$ cat src/wsmtx_pkg.sv
// Shared constants, types and code-generator functions of the tone encoder
package wsmtx_pkg;
	// Timing
	localparam int unsigned CLK_HZ = 125000000;
	localparam int unsigned SAMPLE_HZ = 11025;
	localparam int unsigned LEAD_S = 1;
	localparam logic [14:0] LEAD_SAMPLES = 15'(SAMPLE_HZ * LEAD_S);
	localparam logic [14:0] NORM_SAMPLES = 15'h1000;
	localparam logic [14:0] SHORT_SAMPLES = 15'h4000;
	localparam logic [6:0] NUM_INTERVALS = 7'h7E;
	// Code geometry
	localparam int NUM_DATA = 12;
	localparam int NUM_PAR = 51;
	localparam int ROWS = 7;
	localparam int COLS = 9;
	localparam int TONE_W = 9;
	localparam logic [5:0] GF_REDUCE = 6'h03;
	localparam logic [5:0] GF_ALPHA = 6'h02;
	localparam int GEN_FCR = 3;
	localparam logic [8:0] TONE_BASE_STEP = 9'h002;
	localparam logic [8:0] SHORT_STEP = 9'h00A;
	localparam logic [125:0] SYNC_DEFAULT = 126'h2AAAAAAAAAAAAAAAAAAAAAAAAAAAAAAA;
	// Register byte offsets
	localparam logic [7:0] OFS_CTRL = 8'h00;
	localparam logic [7:0] OFS_MSG0 = 8'h04;
	localparam logic [7:0] OFS_MSG1 = 8'h08;
	localparam logic [7:0] OFS_MSG2 = 8'h0C;
	localparam logic [7:0] OFS_STATUS = 8'h10;
	// Control fields
	localparam int CTRL_ARM = 0;
	localparam int CTRL_REP = 1;
	localparam int CTRL_SHORT = 2;
	localparam int CTRL_NSEL = 3;
	localparam int CTRL_SUB = 5;
	localparam int CTRL_ODD = 7;
	localparam int CTRL_STOP = 8;
	// Status fields
	localparam int STS_IV = 0;
	localparam int STS_STATE = 8;
	localparam int STS_BUSY = 12;
	localparam int STS_MPAR = 13;
	localparam logic [2:0] HSIZE_WORD = 3'h2;

	typedef enum logic [2:0] {
		ST_IDLE, ST_ENCODE, ST_ARMED, ST_LEAD, ST_NORMAL, ST_SHORT
	} wsmtx_state_type;

	typedef enum logic [2:0] {
		R_CTRL, R_MSG0, R_MSG1, R_MSG2, R_STATUS, R_NONE
	} wsmtx_reg_type;

	function automatic logic [5:0] gf_mul(logic [5:0] a, logic [5:0] b);
		logic [5:0] r;
		logic [5:0] x;
		r = '0;
		x = a;
		for (int i = 0; i < 6; i++) begin
			if (b[i]) begin
				r = r ^ x;
			end
			x = x[5] ? ({x[4:0], 1'b0} ^ GF_REDUCE) : {x[4:0], 1'b0};
		end
		return r;
	endfunction : gf_mul

	// Generator of the 51-parity code, leading coefficient in entry 51
	function automatic logic [51:0][5:0] gen_poly();
		logic [51:0][5:0] g;
		logic [5:0] root;
		g = '0;
		g[0] = 6'h01;
		root = 6'h01;
		for (int i = 0; i < GEN_FCR; i++) begin
			root = gf_mul(root, GF_ALPHA);
		end
		for (int i = 0; i < NUM_PAR; i++) begin
			for (int j = i + 1; j >= 1; j--) begin
				g[j] = g[j-1] ^ gf_mul(g[j], root);
			end
			g[0] = gf_mul(g[0], root);
			root = gf_mul(root, GF_ALPHA);
		end
		return g;
	endfunction : gen_poly

	localparam logic [51:0][5:0] GEN = gen_poly();
endpackage : wsmtx_pkg

$ cat src/wsmtx_stream_if.sv
// Valid/ready word stream between the sequencer and its output buffer
`timescale 1ns/10ps
`default_nettype none
interface wsmtx_stream_if #(parameter int W = 9) ();
	logic valid;
	logic ready;
	logic [W-1:0] data;
	modport src (output valid, output data, input ready);
	modport snk (input valid, input data, output ready);
endinterface : wsmtx_stream_if
`default_nettype wire

$ cat src/wsmtx_buf.sv
// Small shift-register FIFO with valid/ready on both sides
`timescale 1ns/10ps
`default_nettype none
module wsmtx_buf #(
	parameter int WIDTH = 9,
	parameter int DEPTH = 2
) (
	// Clock and reset
	input wire logic clk,
	input wire logic rst_n,
	// Streams
	wsmtx_stream_if.snk in_s,
	wsmtx_stream_if.src out_s
);
	typedef struct packed {
		logic [DEPTH-1:0] v;
		logic [DEPTH-1:0][WIDTH-1:0] d;
	} wsmtx_buf_state_type;

	wsmtx_buf_state_type s_q;
	wsmtx_buf_state_type s_d;
	logic placed;

	always_comb begin
		s_d = s_q;
		placed = 1'b0;
		if (s_q.v[0] && out_s.ready) begin
			for (int i = 0; i < DEPTH - 1; i++) begin
				s_d.v[i] = s_q.v[i+1];
				s_d.d[i] = s_q.d[i+1];
			end
			s_d.v[DEPTH-1] = 1'b0;
		end
		// Full is judged before the pop, so a word is never overwritten
		if (in_s.valid && !s_q.v[DEPTH-1]) begin
			for (int i = 0; i < DEPTH; i++) begin
				if (!placed && !s_d.v[i]) begin
					s_d.v[i] = 1'b1;
					s_d.d[i] = in_s.data;
					placed = 1'b1;
				end
			end
		end
	end

	always_ff @(posedge clk or negedge rst_n) begin
		if (!rst_n) begin
			s_q <= '0;
		end else begin
			s_q <= s_d;
		end
	end

	assign in_s.ready = !s_q.v[DEPTH-1];
	assign out_s.valid = s_q.v[0];
	assign out_s.data = s_q.d[0];
endmodule : wsmtx_buf
`default_nettype wire

$ cat src/wsmtx_top.sv
// Weak-signal multi-tone transmit encoder and tone sequencer, AHB-Lite slave
// Behaviour
// - Payload is twelve 6-bit symbols, 72 bits
// - Code 12 symbols into 63 with 51 parity
// - Write 7x9 array by rows, read columns
// - Gray code each symbol before tone choice
// - Send 126 intervals of 4096 samples each
// - One steady tone per interval, phase continuous
// - Start one second after minute, end 47.8s
// - Pattern bit one selects the sync tone
// - Data symbols in order in non-sync intervals
// - Data tone step is (N+2) times multiplier
// - Multiplier 1, 2 or 4 by submode
// - Report flag swaps sync and data intervals
// - Alternate one-minute transmit and receive periods
// - Normal messages start only at minute boundary
// - Shorthand alternates two tones, 16384 samples each
// - Shorthand upper tone is 10*n*m steps up
// - Shorthand may start anytime in transmit minute
`timescale 1ns/10ps
`default_nettype none
module wsmtx_top #(
	parameter int unsigned CLK_HZ = wsmtx_pkg::CLK_HZ,
	parameter int unsigned SAMPLE_HZ = wsmtx_pkg::SAMPLE_HZ,
	parameter logic [14:0] LEAD_SAMPLES = wsmtx_pkg::LEAD_SAMPLES,
	parameter logic [14:0] NORM_SAMPLES = wsmtx_pkg::NORM_SAMPLES,
	parameter logic [14:0] SHORT_SAMPLES = wsmtx_pkg::SHORT_SAMPLES,
	parameter logic [125:0] SYNC_PATTERN = wsmtx_pkg::SYNC_DEFAULT
) (
	// Clock and reset
	input wire logic hclk,
	input wire logic hresetn,
	// AHB-Lite slave
	input wire logic hsel,
	input wire logic [31:0] haddr,
	input wire logic [1:0] htrans,
	input wire logic hwrite,
	input wire logic [2:0] hsize,
	input wire logic [31:0] hwdata,
	input wire logic hready,
	output logic hreadyout,
	output logic hresp,
	output logic [31:0] hrdata,
	// Time reference
	input wire logic minute_tick,
	// Tone synthesizer
	output logic [8:0] tone_code,
	output logic tone_valid,
	input wire logic tone_ready,
	output logic tx_active
);
	typedef struct packed {
		wsmtx_pkg::wsmtx_state_type st;
		logic [26:0] acc;
		logic smp;
		logic [14:0] cnt;
		logic [6:0] iv;
		logic [5:0] dcnt;
		logic [3:0] enc;
		logic [2:0] r;
		logic [3:0] c;
		logic [11:0][5:0] msg;
		logic [50:0][5:0] par;
		logic rep;
		logic [1:0] nsel;
		logic [1:0] sub;
		logic odd;
		logic mpar;
		logic pend;
		logic [8:0] tone;
		logic hi;
		logic ap;
		logic [7:0] addr;
		logic [31:0] rdata;
		logic rdy;
		logic act;
	} wsmtx_top_state_type;

	wsmtx_top_state_type s_q;
	wsmtx_top_state_type s_d;
	logic [27:0] sum;
	logic adv;
	logic ld;
	logic [6:0] liv;
	logic [5:0] fb;
	logic [5:0] src;
	logic [5:0] sym;
	logic [5:0] gray;
	int mk;

	wsmtx_stream_if #(.W(wsmtx_pkg::TONE_W)) buf_in ();
	wsmtx_stream_if #(.W(wsmtx_pkg::TONE_W)) buf_out ();

	function automatic wsmtx_pkg::wsmtx_reg_type reg_sel(logic [7:0] a);
		unique case (a)
			wsmtx_pkg::OFS_CTRL: return wsmtx_pkg::R_CTRL;
			wsmtx_pkg::OFS_MSG0: return wsmtx_pkg::R_MSG0;
			wsmtx_pkg::OFS_MSG1: return wsmtx_pkg::R_MSG1;
			wsmtx_pkg::OFS_MSG2: return wsmtx_pkg::R_MSG2;
			wsmtx_pkg::OFS_STATUS: return wsmtx_pkg::R_STATUS;
			default: return wsmtx_pkg::R_NONE;
		endcase
	endfunction : reg_sel

	always_comb begin
		s_d = s_q;
		ld = 1'b0;
		liv = '0;
		fb = '0;
		src = '0;
		sym = '0;
		gray = '0;
		mk = 0;
		// Fractional divider gives the 11025/s sample enable
		sum = 28'(s_q.acc) + 28'(SAMPLE_HZ);
		s_d.smp = 1'b0;
		s_d.acc = sum[26:0];
		if (sum >= 28'(CLK_HZ)) begin
			s_d.acc = 27'(sum - 28'(CLK_HZ));
			s_d.smp = 1'b1;
		end
		// Output buffer full stalls the interval count
		if (s_q.pend && buf_in.ready) begin
			s_d.pend = 1'b0;
		end
		adv = s_q.smp && !s_q.pend;
		if (minute_tick) begin
			s_d.mpar = ~s_q.mpar;
		end
		unique case (s_q.st)
			wsmtx_pkg::ST_IDLE: begin
			end
			wsmtx_pkg::ST_ENCODE: begin
				fb = s_q.msg[s_q.enc] ^ s_q.par[50];
				for (int j = 50; j >= 1; j--) begin
					s_d.par[j] = s_q.par[j-1] ^ wsmtx_pkg::gf_mul(fb, wsmtx_pkg::GEN[j]);
				end
				s_d.par[0] = wsmtx_pkg::gf_mul(fb, wsmtx_pkg::GEN[0]);
				s_d.enc = s_q.enc + 4'h1;
				if (s_q.enc == 4'(wsmtx_pkg::NUM_DATA - 1)) begin
					s_d.st = wsmtx_pkg::ST_ARMED;
				end
			end
			wsmtx_pkg::ST_ARMED: begin
				if (minute_tick && (~s_q.mpar == s_q.odd)) begin
					s_d.st = wsmtx_pkg::ST_LEAD;
					s_d.cnt = '0;
				end
			end
			wsmtx_pkg::ST_LEAD: begin
				if (adv) begin
					s_d.cnt = s_q.cnt + 15'h0001;
					if (s_q.cnt == LEAD_SAMPLES - 15'h0001) begin
						s_d.st = wsmtx_pkg::ST_NORMAL;
						s_d.cnt = '0;
						ld = 1'b1;
					end
				end
			end
			wsmtx_pkg::ST_NORMAL: begin
				if (adv) begin
					s_d.cnt = s_q.cnt + 15'h0001;
					if (s_q.cnt == NORM_SAMPLES - 15'h0001) begin
						s_d.cnt = '0;
						if (s_q.iv == wsmtx_pkg::NUM_INTERVALS - 7'h01) begin
							s_d.st = wsmtx_pkg::ST_IDLE;
						end else begin
							ld = 1'b1;
							liv = s_q.iv + 7'h01;
						end
					end
				end
			end
			wsmtx_pkg::ST_SHORT: begin
				// shorthand ends with the transmit minute
				if (minute_tick) begin
					s_d.st = wsmtx_pkg::ST_IDLE;
				end else if (adv) begin
					s_d.cnt = s_q.cnt + 15'h0001;
					if (s_q.cnt == SHORT_SAMPLES - 15'h0001) begin
						s_d.cnt = '0;
						s_d.hi = ~s_q.hi;
						s_d.pend = 1'b1;
						s_d.tone = '0;
						// upper tone ten steps per n
						if (!s_q.hi) begin
							s_d.tone = ((9'(s_q.nsel) + 9'h002) * wsmtx_pkg::SHORT_STEP)
								<< s_q.sub;
						end
					end
				end
			end
			default: begin
				s_d.st = wsmtx_pkg::ST_IDLE;
			end
		endcase
		// one tone word per interval start
		if (ld) begin
			s_d.iv = liv;
			s_d.pend = 1'b1;
			if (SYNC_PATTERN[liv] ^ s_q.rep) begin
				s_d.tone = '0;
			end else begin
				src = 6'(s_q.r) * 6'(wsmtx_pkg::COLS) + 6'(s_q.c);
				sym = (src < 6'(wsmtx_pkg::NUM_DATA)) ? s_q.msg[src[3:0]]
					: s_q.par[6'(62) - src];
				gray = sym ^ (sym >> 1);
				s_d.tone = (9'(gray) + wsmtx_pkg::TONE_BASE_STEP) << s_q.sub;
				s_d.dcnt = s_q.dcnt + 6'h01;
				s_d.r = s_q.r + 3'h1;
				if (s_q.r == 3'(wsmtx_pkg::ROWS - 1)) begin
					s_d.r = '0;
					s_d.c = s_q.c + 4'h1;
				end
			end
		end
		// Bus address phase; reads are answered with zero wait states
		s_d.rdy = 1'b1;
		s_d.ap = 1'b0;
		if (hsel && hready && htrans[1] && hsize == wsmtx_pkg::HSIZE_WORD) begin
			s_d.ap = hwrite;
			s_d.addr = haddr[7:0];
			s_d.rdata = '0;
			unique case (reg_sel(haddr[7:0]))
				wsmtx_pkg::R_CTRL: begin
					s_d.rdata[wsmtx_pkg::CTRL_REP] = s_q.rep;
					s_d.rdata[wsmtx_pkg::CTRL_NSEL +: 2] = s_q.nsel;
					s_d.rdata[wsmtx_pkg::CTRL_SUB +: 2] = s_q.sub;
					s_d.rdata[wsmtx_pkg::CTRL_ODD] = s_q.odd;
				end
				wsmtx_pkg::R_MSG0, wsmtx_pkg::R_MSG1, wsmtx_pkg::R_MSG2: begin
					mk = int'(reg_sel(haddr[7:0])) - int'(wsmtx_pkg::R_MSG0);
					for (int i = 0; i < 4; i++) begin
						s_d.rdata[6*i +: 6] = s_q.msg[4*mk + i];
					end
				end
				wsmtx_pkg::R_STATUS: begin
					s_d.rdata[wsmtx_pkg::STS_IV +: 7] = s_q.iv;
					s_d.rdata[wsmtx_pkg::STS_STATE +: 3] = s_q.st;
					s_d.rdata[wsmtx_pkg::STS_BUSY] = s_q.st != wsmtx_pkg::ST_IDLE;
					s_d.rdata[wsmtx_pkg::STS_MPAR] = s_q.mpar;
				end
				default: begin
				end
			endcase
		end
		// Bus write data phase
		if (s_q.ap) begin
			unique case (reg_sel(s_q.addr))
				wsmtx_pkg::R_CTRL: begin
					if (s_q.st == wsmtx_pkg::ST_IDLE) begin
						s_d.rep = hwdata[wsmtx_pkg::CTRL_REP];
						s_d.nsel = (hwdata[wsmtx_pkg::CTRL_NSEL +: 2] == 2'h3) ? 2'h2
							: hwdata[wsmtx_pkg::CTRL_NSEL +: 2];
						s_d.sub = (hwdata[wsmtx_pkg::CTRL_SUB +: 2] == 2'h3) ? 2'h2
							: hwdata[wsmtx_pkg::CTRL_SUB +: 2];
						s_d.odd = hwdata[wsmtx_pkg::CTRL_ODD];
						if (hwdata[wsmtx_pkg::CTRL_ARM]) begin
							s_d.st = wsmtx_pkg::ST_ENCODE;
							s_d.enc = '0;
							s_d.par = '0;
							s_d.r = '0;
							s_d.c = '0;
							s_d.dcnt = '0;
							s_d.iv = '0;
						// shorthand starts at once in transmit minute
						end else if (hwdata[wsmtx_pkg::CTRL_SHORT] &&
							s_q.mpar == hwdata[wsmtx_pkg::CTRL_ODD]) begin
							s_d.st = wsmtx_pkg::ST_SHORT;
							s_d.cnt = '0;
							s_d.hi = 1'b0;
							s_d.tone = '0;
							s_d.pend = 1'b1;
						end
					end
					if (hwdata[wsmtx_pkg::CTRL_STOP]) begin
						s_d.st = wsmtx_pkg::ST_IDLE;
					end
				end
				wsmtx_pkg::R_MSG0, wsmtx_pkg::R_MSG1, wsmtx_pkg::R_MSG2: begin
					// twelve 6-bit symbols, four per word
					mk = int'(reg_sel(s_q.addr)) - int'(wsmtx_pkg::R_MSG0);
					if (s_q.st == wsmtx_pkg::ST_IDLE) begin
						for (int i = 0; i < 4; i++) begin
							s_d.msg[4*mk + i] = hwdata[6*i +: 6];
						end
					end
				end
				default: begin
				end
			endcase
		end
		s_d.act = s_d.st inside {wsmtx_pkg::ST_LEAD, wsmtx_pkg::ST_NORMAL,
			wsmtx_pkg::ST_SHORT};
	end

	always_ff @(posedge hclk or negedge hresetn) begin
		if (!hresetn) begin
			s_q <= '0;
		end else begin
			s_q <= s_d;
		end
	end

	assign buf_in.valid = s_q.pend;
	assign buf_in.data = s_q.tone;
	assign buf_out.ready = tone_ready;

	wsmtx_buf #(
		.WIDTH(wsmtx_pkg::TONE_W),
		.DEPTH(2)
	) u_buf (
		.clk(hclk),
		.rst_n(hresetn),
		.in_s(buf_in),
		.out_s(buf_out)
	);

	assign hreadyout = s_q.rdy;
	assign hresp = 1'b0;
	assign hrdata = s_q.rdata;
	// code is the buffer head word, held only until the synthesizer takes it
	assign tone_code = buf_out.data;
	assign tone_valid = buf_out.valid;
	assign tx_active = s_q.act;

	a_encode_len:
	assert property (@(posedge hclk) disable iff (!hresetn)
		$rose(s_q.st == wsmtx_pkg::ST_ENCODE) && $past(s_q.st) == wsmtx_pkg::ST_IDLE
		|-> (s_q.st == wsmtx_pkg::ST_ENCODE)[*8] ##5 s_q.st == wsmtx_pkg::ST_ARMED)
		else $error("encode phase length wrong");

	a_lead_tick:
	assert property (@(posedge hclk) disable iff (!hresetn)
		s_q.st == wsmtx_pkg::ST_LEAD && $past(s_q.st) == wsmtx_pkg::ST_ARMED
		|-> $past(minute_tick))
		else $error("normal message started off the minute");

	a_tx_minute:
	assert property (@(posedge hclk) disable iff (!hresetn)
		s_q.st == wsmtx_pkg::ST_LEAD |-> s_q.mpar == s_q.odd)
		else $error("lead-in outside transmit minute");

	a_data_count:
	assert property (@(posedge hclk) disable iff (!hresetn)
		$past(s_q.st) == wsmtx_pkg::ST_NORMAL && s_q.st == wsmtx_pkg::ST_IDLE
		&& !$past(s_q.ap) |-> s_q.dcnt == 6'h3F)
		else $error("data symbol count not 63 at end");

	a_interval_wrap:
	assert property (@(posedge hclk) disable iff (!hresetn)
		s_q.st == wsmtx_pkg::ST_NORMAL && adv && s_q.cnt == NORM_SAMPLES - 15'h0001
		&& s_q.iv != wsmtx_pkg::NUM_INTERVALS - 7'h01 && !s_q.ap
		|=> s_q.cnt == 15'h0000 && s_q.iv == $past(s_q.iv) + 7'h01 && s_q.pend)
		else $error("interval did not advance");

	a_sync_tone:
	assert property (@(posedge hclk) disable iff (!hresetn)
		$rose(s_q.pend) && s_q.st == wsmtx_pkg::ST_NORMAL
		&& (SYNC_PATTERN[s_q.iv] ^ s_q.rep) |-> s_q.tone == 9'h000)
		else $error("sync interval not at sync tone");

	a_data_tone:
	assert property (@(posedge hclk) disable iff (!hresetn)
		$rose(s_q.pend) && s_q.st == wsmtx_pkg::ST_NORMAL
		&& !(SYNC_PATTERN[s_q.iv] ^ s_q.rep)
		|-> s_q.tone >= (wsmtx_pkg::TONE_BASE_STEP << s_q.sub))
		else $error("data tone below base step");

	a_short_hold:
	assert property (@(posedge hclk) disable iff (!hresetn)
		s_q.st == wsmtx_pkg::ST_SHORT && $past(s_q.st) == wsmtx_pkg::ST_SHORT
		&& $past(s_q.cnt) != SHORT_SAMPLES - 15'h0001 |-> $stable(s_q.hi))
		else $error("shorthand tone changed mid-interval");

	// one word offered per interval start
	a_push_once:
	assert property (@(posedge hclk) disable iff (!hresetn)
		s_q.pend && buf_in.ready |=> !s_q.pend || $past(ld) || $past(s_q.ap))
		else $error("tone word offered twice");
endmodule : wsmtx_top
`default_nettype wire

$ cat config.mk
export PLATFORM = sky130hd
export DESIGN_NAME = wsmtx_top
export DESIGN_NICKNAME = d
export VERILOG_FILES = /design/src/wsmtx_pkg.sv /design/src/wsmtx_stream_if.sv /design/src/wsmtx_buf.sv /design/src/wsmtx_top.sv
export SDC_FILE = /design/constraint.sdc
export NUM_CORES = 1
export LEC_CHECK = 0
export BUFFER_PORTS_ARGS = -buffer_cell sky130_fd_sc_hd__buf_2
export CORE_MARGIN = 2
export CORE_UTILIZATION = 57
export DETAILED_ROUTE_END_ITERATION = 10
export GPL_ROUTABILITY_DRIVEN = 0
export PLACE_DENSITY = 0.83
export SYNTH_ARGS = -nofsm -noshare
export SYNTH_HDL_FRONTEND = slang
export SYNTH_SLANG_ARGS = --single-unit
$ cat constraint.sdc
create_clock -name hclk -period 4.9 [get_ports hclk]
set_input_delay 0.735 -clock hclk [delete_from_list [all_inputs] [get_ports hclk]]
set_output_delay 0.735 -clock hclk [all_outputs]
set_load 0.005 [all_outputs]
Yosys cells after proc, flatten, opt, wreduce, memory -nomap -nowiden

Memories as Yosys holds them, arrays and structs flattened.
Index checks and enable logic that the tools add are counted.

Register bits: 521
Memory bits (read-only): 128
Input port bits: 76
Output and inout bits: 45
Logic and storage cells: 469
Memories kept: 1

Add/subtract/negate cells: 20
$mul: 2
$lt $le $gt $ge: 18
Equal/unequal tests: 34
Shift-type cells: 2
Muxes and demuxes: 175
Bitwise gates (word level): 100
Reduce and logical (&&, ||, !) cells: 29

Memory list:

| memory          | words | bits a word | read ports | clocked after memory_dff | wr ports | RTL line         | source |
|---|---|---|---|---|---|---|---|
| (no name shown) | 128   | 1           | 1          | 0                        | 0        | wsmtx_top.sv:201 | `if (SYNC_PATTERN[liv] ^ s_q.rep) begin` |

Operators by type and width:

| cell                                                                    | count |
|---|---|
| 312-bit two-way mux                                                     | 2 |
| 306-bit two-way mux                                                     | 2 |
| 6-bit XOR                                                               | 91 |
| 423-bit two-way mux                                                     | 1 |
| 6-bit two-way mux                                                       | 61 |
| 72-bit bitwise mux                                                      | 4 |
| 15-bit two-way mux                                                      | 10 |
| 72-bit two-way mux                                                      | 2 |
| 6-bit binary-select mux with 4-bit select                               | 5 |
| 11-bit two-way mux                                                      | 9 |
| 39-bit two-way mux                                                      | 2 |
| 6-bit demux with 4-bit select                                           | 3 |
| 3-bit two-way mux                                                       | 20 |
| 15-bit case mux with 4 select lines                                     | 1 |
| 7-bit two-way mux                                                       | 7 |
| 9-bit two-way mux                                                       | 5 |
| 7-bit by 6-bit < comparator with 1-bit output, second input constant    | 6 |
| 41-bit two-way mux                                                      | 1 |
| 6-bit binary-select mux with 6-bit select                               | 1 |
| 8-bit by 4-bit equality test with 1-bit output, second input constant   | 4 |
| 15-bit by 14-bit equality test with 1-bit output, second input constant | 2 |
| 3-bit case mux with 5 select lines                                      | 2 |
| 27-bit by 14-bit adder with 28-bit output, second input constant        | 1 |
| 6-bit by 3-bit adder with 7-bit output, second input constant           | 4 |
| 60 further kinds                                                        | 134 |

Depth between registers and ports, before layout

Word-level depth: 21
Gate-level depth with buffers: 20
Gate-level depth less buffers: 16

Modules after synthesis

A second synthesis with hierarchy kept.

Cell total of the unflattened synthesis: 3,079
Area total of the unflattened synthesis: 30,924.7 µm²

Modules (own cells, without submodules):

| module    | times used | cells an instance | area each (µm²) | sequential area each (µm²) |
|---|---|---|---|---|
| wsmtx_top | 1          | 3,013             | 29,988.8        | 12,386.9 |
| wsmtx_buf | 1          | 66                | 935.9           | 500.5 |

Worst setup path after synthesis

No wires, ideal clock.

Path kind: register -> register
From: register s_q[444] (netlist name)
To: register s_q, in the netlist buf_in.data[6]
Library setup time: 0.082 ns
Data arrival time: 5.225 ns
Data required time: 4.818 ns
Path slack: -0.407 ns
Cell stages (with the launch flop): 19
Buffers on the path: 4
Clock period less this slack: 5.307 ns
Path through: dfrtp_1 -> ha_1 -> ha_1 -> ha_1 -> clkbuf_1 -> buf_1 -> buf_1 -> clkbuf_1 -> mux4_2 -> mux4_2 -> a211o_1 -> a31oi_1 -> inv_1 -> ha_1 -> nor2b_1 -> o21ai_0 -> xnor2_1 -> mux4_2 -> o22ai_1

RTL lines:

| item                     | RTL line         | source |
|---|---|---|
| start: declaration       | wsmtx_top.sv:79  | `wsmtx_top_state_type s_q;` |
| start signal: assignment | wsmtx_top.sv:299 | `s_q <= '0;` |
| start signal: assignment | wsmtx_top.sv:301 | `s_q <= s_d;` |

==> flow_metrics.py <==
metrics = {
    "clock_network": {
        "cts_tree": "built",
        "cts_hold_buf": 0,
        "insertion_delay_ns": 0.63,
        "numCtsBuffers": 55,
        "clk_pin_slew_ns": 0.06,
        "clock_path_buffers": 3,
        "cts.sinks": 515,
        "h-tree-depth": 2,
        "cts-root-buf": "clkbuf_16",
    },
    "critical_path": {
        "critPathLaunch": "s_q[440]",
        "cp-endpoint": "buf_in.data[6]",
        "timing.rr.end": "buf_in.data[6]",
        "cp_max_fo": 11,
        "start_kind": "flip-flop",
        "critPathCaptureType": "flip-flop",
        "critPathArrivalTime_ns": 5.33,
        "r2r-start": "s_q[440]",
        "required_ns": 5.43,
        "reg2regPathDepth": 15,
        "rrSetupSlack_ns": 0.10,
        "critPathKind": "flip-flop to flip-flop",
    },
    "grt": {
        "grt_max_degree": 217,
        "grt-ovfl-total": 0,
        "grt_pass1_wl_um": 140000,
        "grt_usage_pct": 31.3,
        "antenna_found_initial": 3,
        "grt_pass1_vias": 25304,
    },
    "logic_synthesis": {
        "syn_avg_cell_area_sq_um": 10.0,
        "ys.flop_type": "dfrtp_1",
        "synth.distinct_cells": 81,
        "ys_ff_latch": 515,
        "ys_seq_area_share_pct": 41.8,
        "post_synth_inst_count": 3076,
        "async_reset_ff_share_pct": 100,
        "yosysWarnings": 0,
        "synth-edff-count": 0,
        "netlist_area_sq_um": 30800,
    },
    "route": {
        "wl_per_cell_um": 22.9,
        "via_per_inst": 6.54,
        "wl_um": 87800,
        "drtPass1Iterations": 9,
        "first_iter_violations": 2961,
        "routed-via-count": 25072,
        "drcViolationCount": 0,
        "ant_nets": 0,
    },
    "sta": {
        "finClkSkew_ns": 0.0299,
        "max_slew_margin_pct": 13.3,
        "setup_viol": 0,
        "finalCritPeriodShare_pct": 97.9,
        "slew_viol_final": 0,
        "hold_violations": 0,
        "max_freq_mhz": 208,
        "fin_crit_ns": 4.80,
        "worstMarginPinSlew_ns": 1.30,
    },
    "layout": {
        "fill_cells": 3941,
        "final_area_sq_um": 34200,
        "drive_gt1_share_pct": 18.0,
        "layout_commonest_cell": "dfrtp_1",
        "final_cell_mix": "515 x dfrtp_1, 359 x nand2_1, 287 x xor2_1",
        "stdcell_count": 3831,
        "fin_nets": 3200,
        "area_delta_synth_final_pct": 10.9,
    },
    "power": {
        "powerDensity_nw_per_um2": 703,
        "leakage_nw": 14.0,
        "ir_worst_vdd_mv": 0.743,
    },
    "run_status": {
        "status": "complete, no violations",
    },
    "worst_hold_path": {
        "min_path_type": "input pin to async pin",
    },
    "place": {
        "dp_cells": 3733,
        "port_buffers": 78,
        "place_hpwl_um": 57500,
        "dpl_cell_area_sq_um": 32200,
    },
    "floorplanning": {
        "dieArea_sq_um": 55900,
        "start_util_pct": 57.5,
        "rows": 85,
        "die_w_um": 236,
        "io_pins": 121,
        "die_y_um": 236,
        "core_sq_um": 53600,
    },
    "job": {
        "cap_viol_max_count": 0,
    },
}
==> critical path: stages, from the launching register on <==
cell and delay (ns):
dfrtp_1 0.38, ha_1 0.30, ha_1 0.21, fa_2 0.57, nand3_2 0.13, xor2_4 0.19, buf_12 0.19, mux4_1 0.63
mux2_2 0.33, o22a_1 0.19, nand2_1 0.11, xor2_1 0.19, ha_1 0.20, xnor3_1 0.45, mux4_2 0.48, o22ai_1 0.13
==> what timing repair did <==
action                     in CTS  in global routing
gates resized for setup         3                 10
setup buffers                   1                  0
pin swaps                       1                  2
setup endpoints to repair       5                 11
==> cells in the mapped netlist (48+ instances only) <==
| cell type | n | area share (%) |
|---|---|---|
| a21oi_1 | 230 | 3.7 |
| mux2_2 | 94 | 3.4 |
| buf_4 | 48 | 1.2 |
| nor2_1 | 265 | 3.2 |
| nand2_1 | 361 | 4.4 |
| xor2_1 | 290 | 8.2 |
| xnor2_1 | 119 | 3.4 |
| dfrtp_1 | 515 | 42 |
| o21ai_0 | 168 | 2.7 |
| mux4_2 | 116 | 8.5 |
| a211oi_1 | 106 | 2.6 |
| clkbuf_1 | 172 | 2.1 |
| nand3_1 | 113 | 1.8 |
==> per-stage QoR <==
step,setup slack [ns],utilization [%],TNS (ns),hold WS [ns],power [mW]
floorplan,0.0107,-,0,0.439,14.3
global placement,-0.0858,60.2,-0.112,0.460,18.7
detailed placement,-0.138,60.2,-0.303,0.463,19.2
CTS,0.0850,63.7,0,0.212,23.6
global route,-0.0546,63.8,-0.101,0.238,25.0
finish,0.102,63.8,0,0.169,24.0
==> worst min-delay path by stage <==
stage               startpoint   endpoint  slack [ns]  depth (start not counted)
finish                 hresetn   s_q[234]        0.17                          1
global route           hresetn   s_q[234]        0.24                          1
CTS                    hresetn   s_q[234]        0.21                          1
detailed placement     s_q[39]    s_q[39]        0.46                          2
global placement      s_q[479]   s_q[479]        0.46                          1
floorplan              hresetn  async pin        0.44                          0
==> layer usage <==
layer / global-route usage [%] / wire [um]
met5: 0 / 8
met4: 17.1 / 4980
met1: 39.9 / 32500
met3: 6.88 / 8530
met2: 50.2 / 41800
==> logic make-up (layout without fill, tap and decap cells) <==
| logic type | Yosys count | in the layout | share of synthesized area (%) |
|---|---|---|---|
| XOR/XNOR | 443 | 443 | 13.7 |
| adder cells (fa/ha/maj) | 29 | 29 | 1.20 |
| other | 2 | 11 | 0.0244 |
| multiplexers | 263 | 263 | 14.0 |
| flip-flops | 515 | 515 | 41.8 |
| AND/OR/NAND/NOR | 912 | 912 | 13.0 |
| AO/OA/AOI/OAI | 634 | 634 | 12.2 |
| buffers and inverters | 278 | 328 | 4.07 |
==> power breakdown <==
group          total, mW  leakage (nW)  internal (mW)  switching (mW)
Combinational       13.8          7.50           5.39            8.38
Sequential          5.98          5.56           5.06           0.919
Clock               4.29         0.911           2.54            1.75
==> area by class of cell <==
type	instances	area, sq um	area share (%)
multi-input combinational	2291	16900	49.4
tap	696	871	2.55
inverter	23	86.3	0.253
clock inverter	13	186	0.545
timing repair buffer	209	1590	4.65
clock buffer	83	1660	4.87
antenna	1	2.50	0.00732
sequential	515	12900	37.7
No activity file was read; power rests on OpenSTA's default activity.
